<file path="config.mk">
export PLATFORM = sky130hd
export DESIGN_NAME = word_serial_slave
export DESIGN_NICKNAME = d
export VERILOG_FILES = /design/src/rtl/slave_pkg.sv /design/src/rtl/word_serial_slave.sv
export SDC_FILE = /design/constraint.sdc
export NUM_CORES = 1
export LEC_CHECK = 0
export ABC_CLOCK_PERIOD_IN_PS = 5000
export BUFFER_PORTS_ARGS = -buffer_cell sky130_fd_sc_hd__buf_2
export CAP_MARGIN = 10
export CORE_MARGIN = 3
export CORE_UTILIZATION = 46
export DETAILED_ROUTE_END_ITERATION = 10
export HOLD_SLACK_MARGIN = 0.02
export PLACE_DENSITY_LB_ADDON = 0.3
export SYNTH_ARGS = -nofsm -noshare
export SYNTH_HDL_FRONTEND = slang
export SYNTH_SLANG_ARGS = --single-unit
</file>
<file path="constraint.sdc">
create_clock -name clock -period 5 [get_ports clock]
set_input_delay 1 -clock clock [delete_from_list [all_inputs] [get_ports clock]]
set_output_delay 1 -clock clock [all_outputs]
set_load 0.01 [all_outputs]
</file>
<file path="src/rtl/slave_pkg.sv">
// Purpose: Shared constants and carriers for the message-based word-serial bus slave.
// Assumes: 50 MHz clock; A16 address space, D16 data.
// Notes: Command codes, register offsets and field positions are fixed here.
`default_nettype none
package slave_pkg;
	typedef struct packed {
		logic strobe;
		logic write;
		logic [15:0] addr;
		logic [15:0] wdata;
	} bus_req_s;
	localparam int CLK_HZ = 50_000_000;
	localparam int SELFTEST_S = 5;
	localparam int WR_MAX_BPS = 20_000;
	localparam int RD_MAX_BPS = 400_000;
	localparam int WR_GAP_CYC = (CLK_HZ + WR_MAX_BPS - 1) / WR_MAX_BPS;
	localparam int RD_GAP_CYC = (CLK_HZ + RD_MAX_BPS - 1) / RD_MAX_BPS;
	localparam int SELFTEST_CYC = SELFTEST_S * CLK_HZ;
	localparam logic [15:0] CFG_BASE = 16'hc000;
	localparam logic [5:0] OFF_ID = 6'h00;
	localparam logic [5:0] OFF_DEVTYPE = 6'h02;
	localparam logic [5:0] OFF_STATCTL = 6'h04;
	localparam logic [5:0] OFF_PROTOCOL = 6'h08;
	localparam logic [5:0] OFF_RESPONSE = 6'h0a;
	localparam logic [5:0] OFF_DATALOW = 6'h0e;
	localparam int CTL_RESET_BIT = 0;
	localparam int STAT_PASSED_BIT = 2;
	localparam int STAT_READY_BIT = 3;
	localparam int STAT_NORMAL_BIT = 4;
	localparam int RESP_WR_RDY_BIT = 9;
	localparam int RESP_RD_RDY_BIT = 10;
	localparam int DEVTYPE_CLR_BIT = 11;
	localparam logic [1:0] ID_CLASS_MSG = 2'h2;
	localparam logic [1:0] ID_SPACE_A16 = 2'h3;
	localparam logic [15:0] PROTOCOL_WORD = 16'hfff7;
	localparam logic [7:0] CMD_BYTE_AVAIL = 8'hbc;
	localparam logic [7:0] CMD_BYTE_AVAIL_END = 8'hbd;
	localparam logic [7:0] CMD_BYTE_REQ = 8'hde;
	localparam logic [7:0] CMD_BEGIN_NORMAL = 8'hfc;
	localparam logic [7:0] CMD_READ_PROTOCOL = 8'he7;
	localparam logic [7:0] CMD_READ_STATUS = 8'hcf;
	localparam logic [7:0] CMD_CLEAR = 8'hff;
	localparam logic [7:0] CMD_GRANT_DEVICE = 8'hf0;
	localparam logic [7:0] CMD_TRIGGER = 8'hed;
	localparam logic [7:0] CMD_SET_LOCK = 8'ha5;
	localparam logic [7:0] CMD_CLEAR_LOCK = 8'ha4;
	localparam logic [7:0] CMD_IDENT_CMDR = 8'hbe;
	localparam logic [7:0] EV_UNRECOGNIZED = 8'hfd;
	localparam logic [7:0] EV_REQUEST_TRUE = 8'hfe;
	typedef enum logic [1:0] {
		ST_TEST = 2'b01,
		ST_RUN = 2'b10
	} phase_e;
endpackage
`default_nettype wire

</file>
<file path="src/rtl/word_serial_slave.sv">
// Purpose: Backplane word-serial slave of a 48-line digital I/O module.
// Assumes: Inputs synchronous to clock; bus master holds strobe until ack, then drops it.
// Notes: Command parsing and the I/O datapath sit outside and use the cmd and resp ports.
`default_nettype none
module word_serial_slave #(
	parameter int SELFTEST_CYCLES = slave_pkg::SELFTEST_CYC,
	parameter logic [15:0] MODEL_NUMBER = 16'h0123,
	parameter logic [11:0] MAKER_ID = 12'h5a5
) (
	input wire logic clock,
	input wire logic rst,
	input wire slave_pkg::bus_req_s bus,
	input wire logic iack_strobe,
	input wire logic [2:0] iack_level,
	input wire logic [7:0] la_sw,
	input wire logic [2:0] irq_level_sw,
	input wire logic halt_sw,
	input wire logic sys_reset,
	input wire logic request_true,
	input wire logic resp_valid,
	input wire logic [7:0] resp_byte,
	input wire logic [15:0] status_word,
	output logic bus_ack,
	output logic [15:0] bus_rdata,
	output logic [7:1] irq_req,
	output logic cmd_valid,
	output logic [7:0] cmd_byte,
	output logic cmd_end,
	output logic cmd_clear,
	output logic byte_wanted,
	output logic power_led,
	output logic message_activity_indicator
);
	// MAKER_ID and MODEL_NUMBER defaults are arbitrary values.
	localparam logic [15:0] DEVTYPE = ~MODEL_NUMBER & ~(16'h0001 << slave_pkg::DEVTYPE_CLR_BIT);
	localparam logic [12:0] WR_GAP = 13'(slave_pkg::WR_GAP_CYC);
	localparam logic [12:0] RD_GAP = 13'(slave_pkg::RD_GAP_CYC);
	localparam logic [27:0] TEST_CNT = 28'(SELFTEST_CYCLES);

	function automatic logic reg_hit(input logic [15:0] a, input logic [7:0] la,
			input logic [5:0] off);
		reg_hit = (a == (slave_pkg::CFG_BASE | {2'h0, la, off}));
	endfunction

	function automatic logic no_effect(input logic [7:0] c);
		no_effect = (c == slave_pkg::CMD_GRANT_DEVICE) || (c == slave_pkg::CMD_TRIGGER) ||
			(c == slave_pkg::CMD_SET_LOCK) || (c == slave_pkg::CMD_CLEAR_LOCK) ||
			(c == slave_pkg::CMD_IDENT_CMDR);
	endfunction

	slave_pkg::phase_e phase_reg, phase_next;
	logic [27:0] test_cnt_reg, test_cnt_next;
	logic [12:0] wr_cnt_reg, wr_cnt_next, rd_cnt_reg, rd_cnt_next;
	logic [15:0] resp_reg, resp_next;
	logic rd_rdy_reg, rd_rdy_next, normal_reg, normal_next;
	logic unrec_reg, unrec_next, reqt_reg, reqt_next;
	logic ack_next, valid_next, end_next, clear_next, want_next, msg_next;
	logic [15:0] rdata_next;
	logic [7:0] cbyte_next;
	logic [7:1] irq_next;
	// Marks a fresh unknown command, so an acknowledge in the same cycle cannot lose it.
	logic unrec_set;
	logic access, wr_cmd, rd_resp, iack_hit, soft_reset, ready;
	logic [7:0] op;
	logic [15:0] statctl;

	assign ready = (phase_reg == slave_pkg::ST_RUN);
	assign access = bus.strobe && !bus_ack;
	assign op = bus.wdata[15:8];
	assign wr_cmd = access && bus.write && reg_hit(bus.addr, la_sw, slave_pkg::OFF_DATALOW);
	assign rd_resp = access && !bus.write && reg_hit(bus.addr, la_sw, slave_pkg::OFF_DATALOW);
	assign iack_hit = iack_strobe && !bus_ack && (iack_level == irq_level_sw) &&
		(irq_level_sw != 3'h0) && (unrec_reg || reqt_reg);
	// Backplane system reset always restarts; a manager reset only with halt on.
	assign soft_reset = sys_reset || (access && bus.write && halt_sw &&
		reg_hit(bus.addr, la_sw, slave_pkg::OFF_STATCTL) &&
		bus.wdata[slave_pkg::CTL_RESET_BIT]);
	assign statctl = 16'((ready ? 16'h0001 : 16'h0000) << slave_pkg::STAT_READY_BIT) |
		16'((ready ? 16'h0001 : 16'h0000) << slave_pkg::STAT_PASSED_BIT) |
		16'((normal_reg ? 16'h0001 : 16'h0000) << slave_pkg::STAT_NORMAL_BIT);

	always_comb begin
		phase_next = phase_reg;
		test_cnt_next = test_cnt_reg;
		wr_cnt_next = (wr_cnt_reg != 13'h0) ? wr_cnt_reg - 13'h1 : 13'h0;
		rd_cnt_next = (rd_cnt_reg != 13'h0) ? rd_cnt_reg - 13'h1 : 13'h0;
		resp_next = resp_reg;
		rd_rdy_next = rd_rdy_reg;
		normal_next = normal_reg;
		unrec_next = unrec_reg;
		unrec_set = 1'b0;
		reqt_next = reqt_reg || request_true;
		want_next = byte_wanted;
		msg_next = ready ? 1'b0 : (message_activity_indicator ^ access);
		ack_next = 1'b0;
		rdata_next = bus_rdata;
		valid_next = 1'b0;
		cbyte_next = cmd_byte;
		end_next = 1'b0;
		clear_next = 1'b0;
		case (phase_reg)
			slave_pkg::ST_TEST: begin
				if (test_cnt_reg == 28'h1) begin
					phase_next = slave_pkg::ST_RUN;
				end
				test_cnt_next = test_cnt_reg - 28'h1;
			end
			slave_pkg::ST_RUN: begin
			end
			default: begin
				phase_next = slave_pkg::ST_TEST;
			end
		endcase
		// Only the configuration window and acknowledge cycles at our level are answered.
		if (bus.strobe && (bus.addr[15:6] == {slave_pkg::CFG_BASE[15:14], la_sw})) begin
			ack_next = 1'b1;
		end
		if (access) begin
			case (bus.addr[5:0])
				slave_pkg::OFF_ID: rdata_next = {slave_pkg::ID_CLASS_MSG,
					slave_pkg::ID_SPACE_A16, MAKER_ID};
				slave_pkg::OFF_DEVTYPE: rdata_next = DEVTYPE;
				slave_pkg::OFF_STATCTL: rdata_next = statctl;
				slave_pkg::OFF_PROTOCOL: rdata_next = slave_pkg::PROTOCOL_WORD;
				slave_pkg::OFF_RESPONSE: rdata_next = 16'(
					((wr_cnt_reg == 13'h0) ? 16'h0001 : 16'h0000) << slave_pkg::RESP_WR_RDY_BIT) |
					16'(((rd_rdy_reg && rd_cnt_reg == 13'h0) ? 16'h0001 : 16'h0000) <<
					slave_pkg::RESP_RD_RDY_BIT);
				slave_pkg::OFF_DATALOW: rdata_next = resp_reg;
				default: rdata_next = 16'h0000;
			endcase
		end
		if (rd_resp) begin
			rd_rdy_next = 1'b0;
			rd_cnt_next = RD_GAP;
		end
		if (byte_wanted && resp_valid) begin
			resp_next = {8'h00, resp_byte};
			rd_rdy_next = 1'b1;
			want_next = 1'b0;
		end
		if (wr_cmd) begin
			wr_cnt_next = WR_GAP;
			case (op)
				slave_pkg::CMD_BYTE_AVAIL, slave_pkg::CMD_BYTE_AVAIL_END: begin
					valid_next = ready;
					cbyte_next = bus.wdata[7:0];
					end_next = ready && (op == slave_pkg::CMD_BYTE_AVAIL_END);
				end
				slave_pkg::CMD_BYTE_REQ: want_next = 1'b1;
				slave_pkg::CMD_BEGIN_NORMAL: normal_next = 1'b1;
				slave_pkg::CMD_READ_PROTOCOL: begin
					resp_next = slave_pkg::PROTOCOL_WORD;
					rd_rdy_next = 1'b1;
				end
				slave_pkg::CMD_READ_STATUS: begin
					resp_next = status_word;
					rd_rdy_next = 1'b1;
				end
				slave_pkg::CMD_CLEAR: begin
					// Clears the interface only; module operations carry on.
					clear_next = 1'b1;
					want_next = 1'b0;
					rd_rdy_next = 1'b0;
				end
				default: begin
					if (!no_effect(op)) begin
						unrec_next = 1'b1;
						unrec_set = 1'b1;
					end
				end
			endcase
		end
		if (iack_hit) begin
			ack_next = 1'b1;
			rdata_next = {unrec_reg ? slave_pkg::EV_UNRECOGNIZED : slave_pkg::EV_REQUEST_TRUE,
				la_sw};
			// A new event in the acknowledge cycle stays pending.
			if (unrec_reg) begin
				unrec_next = unrec_set;
			end else begin
				reqt_next = request_true;
			end
		end
		irq_next = 7'h00;
		if (irq_level_sw != 3'h0 && (unrec_next || reqt_next)) begin
			// Level n lights bit n of irq_req; level 0 keeps all requests off.
			irq_next = 7'(8'h01 << (irq_level_sw - 3'h1));
		end
		if (soft_reset) begin
			phase_next = slave_pkg::ST_TEST;
			test_cnt_next = TEST_CNT;
			normal_next = 1'b0;
			unrec_next = 1'b0;
			reqt_next = 1'b0;
			want_next = 1'b0;
			rd_rdy_next = 1'b0;
			irq_next = 7'h00;
		end
	end

	always_ff @(posedge clock or posedge rst) begin
		if (rst) begin
			phase_reg <= slave_pkg::ST_TEST;
			test_cnt_reg <= TEST_CNT;
			wr_cnt_reg <= 13'h0;
			rd_cnt_reg <= 13'h0;
			resp_reg <= 16'h0000;
			rd_rdy_reg <= 1'b0;
			normal_reg <= 1'b0;
			unrec_reg <= 1'b0;
			reqt_reg <= 1'b0;
			bus_ack <= 1'b0;
			bus_rdata <= 16'h0000;
			irq_req <= 7'h00;
			cmd_valid <= 1'b0;
			cmd_byte <= 8'h00;
			cmd_end <= 1'b0;
			cmd_clear <= 1'b0;
			byte_wanted <= 1'b0;
			power_led <= 1'b0;
			message_activity_indicator <= 1'b0;
		end else begin
			phase_reg <= phase_next;
			test_cnt_reg <= test_cnt_next;
			wr_cnt_reg <= wr_cnt_next;
			rd_cnt_reg <= rd_cnt_next;
			resp_reg <= resp_next;
			rd_rdy_reg <= rd_rdy_next;
			normal_reg <= normal_next;
			unrec_reg <= unrec_next;
			reqt_reg <= reqt_next;
			bus_ack <= ack_next;
			bus_rdata <= rdata_next;
			irq_req <= irq_next;
			cmd_valid <= valid_next;
			cmd_byte <= cbyte_next;
			cmd_end <= end_next;
			cmd_clear <= clear_next;
			byte_wanted <= want_next;
			power_led <= (phase_next == slave_pkg::ST_RUN);
			message_activity_indicator <= msg_next;
		end
	end
endmodule
`default_nettype wire

</file>
==> run summary <==
The run finished with clean final reports. The critical path goes through buf_2 -> nor2b_1 -> nor4_1 -> and4_1 -> nand3_1 -> nor3_1 -> a21oi_1. The synthesized netlist contains 60 unique library cells. Of the total power, the clock network draws 47.8%. The logs give 0 for the number of maximum-capacitance constraint violations and 17 for the number of buffers added by the clock tree synthesis step.

Setup repair after global routing left no endpoint under its margin. Cell internal power was estimated by the tool at 1840 µW. In this run the worst path has a maximum fanout of 29. Leaving out fill and tap cells, the most frequent cell in the layout is sky130_fd_sc_hd__buf_2.

Net switching is 24.1% of the power. The average instance area after synthesis was 9.49 µm²; the share of synthesized area occupied by flip-flops and latches was 49.7%. The clock latency at the later pin of the worst-skew pair is 0.42 ns.

For the worst setup path, the data arrival time is 3.30 ns. The Yosys warning count came out at 0. The tools report the element type at the critical path end as a flip-flop. The minimum clock period was 3.04 ns. In the routed design, unresolved DRC markers number 0. Routability-driven placement congestion ratio: 0.861. The tools report the area after detailed placement as 6480 µm². The logs give 0 for the number of hold-slack violations in the final timing report and 42.2% for the sequential fraction of design power. The met2 usage in global routing came out at 31.5%.

The critical path in this run is classified as input port to flip-flop. Final clock period utilization by the worst path: 60.9%. Detailed placement finished with a half-perimeter wire length of 10200 µm. On the final layout, the worst clock skew is 0.00732 ns. The number of clock sinks was 114. After synthesis the netlist holds a flip-flop and latch count of 114. The top cell types in the final layout, fill and taps aside, are 116 x sky130_fd_sc_hd__buf_2, 100 x sky130_fd_sc_hd__dfrtp_1, 66 x sky130_fd_sc_hd__nor2_1. Synthesis handed over a netlist of 608 instances. Summed over all failing endpoints, the final setup total negative slack is 0 ns.

For this run, the detailed router's first-pass iteration total came to 5. The total grt overflow was 0; the combined area of all synthesized cells was 5770 µm². The worst-case reg-to-reg path depth is 7. The number of enable flip-flop cells after synthesis was 0. The depth of the worst hold-timing path works out to 1.

The tightest hold path in the finished design has a slack of 0.455 ns. The routed layout has 4940 vias. Gates resized during post-CTS repair numbered 0.

The busiest layer in global routing was met2. The startpoint class of the critical path was an input port. Summed over all cells, the static leakage comes to 0.00335 µW. Buffers added to address setup during post-CTS repair amount to 0. The number of global-route vias before repair was 4752.

The worst-margin pin slew is 1.03 ns. Entering global routing, the biggest net connects 80 pins. The die extent in y came out at 118 µm. The die is 118 µm wide. The root buffer cell chosen for the clock tree is sky130_fd_sc_hd__clkbuf_16. The routed length per placed instance was 15.7 µm. The register with the most flip-flops in the layout has 28 of them.

The fraction of synthesis flops using an asynchronous set or reset pin works out to 100%. The floorplan step defined a core boundary enclosing 12200 µm². The startpoint identified for the worst register-to-register timing path is bus_ack. 0 antenna diodes ended up in the layout.

For the count of endpoints failing setup in the final report, the log shows 0. The detailed router finished its first iteration with 333 violations. Of the cells placed in the final design, the portion with a size suffix greater than 1 is 25.0%. The number of antenna violations at the first check in global routing is 0, and the cell row count is 40.

The classification of the worst-slack hold path is flip-flop to flip-flop. The area growth from synthesis to layout is 22.2%. The most used flip-flop cell after synthesis is sky130_fd_sc_hd__dfrtp_1. Net count of the mapped netlist: 694. TritonCTS built the clock tree.

The clock tree synthesis step divided the H-tree into 4 levels. The net switching component of the power was 584 µW; the wire length of the first global-routing pass was 23000 µm. The logs give 0 for the antenna violation net count after detailed routing and 2 for the maximum clock insertion buffer count.

The highest achievable clock rate is 0.328 GHz. The slowest stage of the critical path is the sky130_fd_sc_hd__nand3_1 cell. The startpoint identified for the worst hold timing path is wr_cnt_reg[0]. The total power density per cell area was 344 nW/µm²; the routing usage on met3 was 7.54%. Input and output buffers added on the ports amount to 116.

The largest single stage delay on the critical path is 0.77 ns. The tools report the initial standard-cell utilization of the core as 47.4%. The logs give 0 for the total count of max-transition violations in the final report and 20.6% for the combined global-route utilization of all metal layers. The worst pin sits at a relative slew slack of 30.9%. The logs give 7050 µm² for the area of all placed cells without fillers and 5.25 ns for the required time reported for the critical path endpoint. The run gives 13900 µm² as the area of the die. The start point of the critical path is la_sw[6]. Per report_power, the combinational group accounts for 10.0% of the total. The maximum resistive drop on vdd is 201 µV.

The post-cts hold buffer count was 0; the I/O pin count was 117. Dividing the detail-routed via count by the number of cells gives 5.49. The run gives 14100 µm as the wire length after detailed routing.

The tools report the met1 track utilization from global routing as 27.6%. Number of nets in the final layout: 805. After clock tree synthesis, the clock-pin slew on the worst setup and hold paths is 0.05 ns.
## synthesized netlist by cell type, types with 2 or more instances
library cell	n	area share (%)
sky130_fd_sc_hd__dfrtp_1	100	43
sky130_fd_sc_hd__nor2_1	66	4.3
sky130_fd_sc_hd__nand2_1	65	4.2
sky130_fd_sc_hd__a21oi_1	60	5.2
sky130_fd_sc_hd__nor3_1	32	2.8
sky130_fd_sc_hd__xnor2_1	30	4.6
sky130_fd_sc_hd__clkbuf_1	26	1.7
sky130_fd_sc_hd__o21ai_0	25	2.2
sky130_fd_sc_hd__inv_1	20	1.3
sky130_fd_sc_hd__xor2_1	19	2.9
sky130_fd_sc_hd__and3_1	15	1.6
sky130_fd_sc_hd__dfstp_2	14	6.4
sky130_fd_sc_hd__nor4_1	10	1.1
sky130_fd_sc_hd__mux2_2	9	1.8
sky130_fd_sc_hd__ha_1	7	1.5
sky130_fd_sc_hd__mux2i_1	7	1.2
sky130_fd_sc_hd__nand2b_1	7	0.76
sky130_fd_sc_hd__nand3_1	7	0.61
sky130_fd_sc_hd__nor2b_1	6	0.65
sky130_fd_sc_hd__nand3b_1	5	0.65
sky130_fd_sc_hd__nand4_1	5	0.54
sky130_fd_sc_hd__or3_1	5	0.54
sky130_fd_sc_hd__a211oi_1	4	0.52
sky130_fd_sc_hd__a2bb2oi_1	4	0.61
sky130_fd_sc_hd__and2_1	4	0.43
sky130_fd_sc_hd__nor3b_1	4	0.52
sky130_fd_sc_hd__o211ai_1	4	0.52
sky130_fd_sc_hd__or4_1	4	0.52
sky130_fd_sc_hd__o21a_1	3	0.39
sky130_fd_sc_hd__o31ai_1	3	0.39
sky130_fd_sc_hd__a21o_1	2	0.26
sky130_fd_sc_hd__nand4b_1	2	0.30
sky130_fd_sc_hd__nor4_2	2	0.43
sky130_fd_sc_hd__nor4_4	2	0.74
sky130_fd_sc_hd__nor4b_1	2	0.30
sky130_fd_sc_hd__nor4bb_1	2	0.35
sky130_fd_sc_hd__or2_2	2	0.22
sky130_fd_sc_hd__or4_4	2	0.39
## worst paths after layout
kind                                   endpoint  slack, ns
worst max-delay path                resp_reg[6]       1.96
worst min-delay path              wr_cnt_reg[0]       0.46
worst max register to register      resp_reg[6]       2.15
worst min register to register    wr_cnt_reg[0]       0.46
max in group asynchronous          phase_reg[0]       3.18
min in group asynchronous       test_cnt_reg[2]       0.79
## power groups by stage
stage / Clock [µW] / Combinational (µW) / Sequential (µW)
after CTS: 1170 / 245 / 1020
after detailed placement: 0 / 244 / 1030
after global placement: 0 / 236 / 1030
final: 1160 / 243 / 1020
after floorplan: 0 / 151 / 1030
after global routing: 1220 / 272 / 1030
## cells by family after synthesis
group	share of synthesized area, %
adders and majority gates	1.52
buffers and inverters	3.27
DFF	49.7
xor gates and xnor gates	7.44
muxes	2.97
AOI/OAI and AO/OA	12.3
and+or+nand+nor	22.8
## worst max-delay path, delay by kind of cell
family                 cells  cell delay (ns)
and+or+nand+nor            5             2.12
AOI/OAI and AO/OA          1             0.07
buffers and inverters      1             0.10
## area by class of cell
class / instances / area (µm²)
clock inverter: 4 / 45.0
clock buffer: 28 / 527
fill: 1040 / 5110
timing repair buffer: 120 / 611
tap: 168 / 210
multi-input combinational: 446 / 2710
inverter: 20 / 77.6
sequential: 114 / 2870
## metrics by stage
| stage | instances | utilization (%) | total power, µW | worst slack, ns |
|---|---|---|---|---|
| 6_report | 900 | 58.0 | 2420 | 1.96 |
| 3_5_place_dp | 868 | 53.3 | 1280 | 1.60 |
| 3_3_place_gp | 868 | 53.3 | 1270 | 1.67 |
| 2_1_floorplan | 608 | - | 1180 | 1.01 |
| 5_1_grt | 900 | 58.0 | 2520 | 1.69 |
| 4_1_cts | 900 | 58.0 | 2440 | 2.03 |
## per-layer routing
metal	wire, µm	up-vias
met5	0	-
met4	138	0
met2	6540	163
met3	943	10
li1	-	2356
met1	6500	2411
No activity file was read; power rests on OpenSTA's default activity.
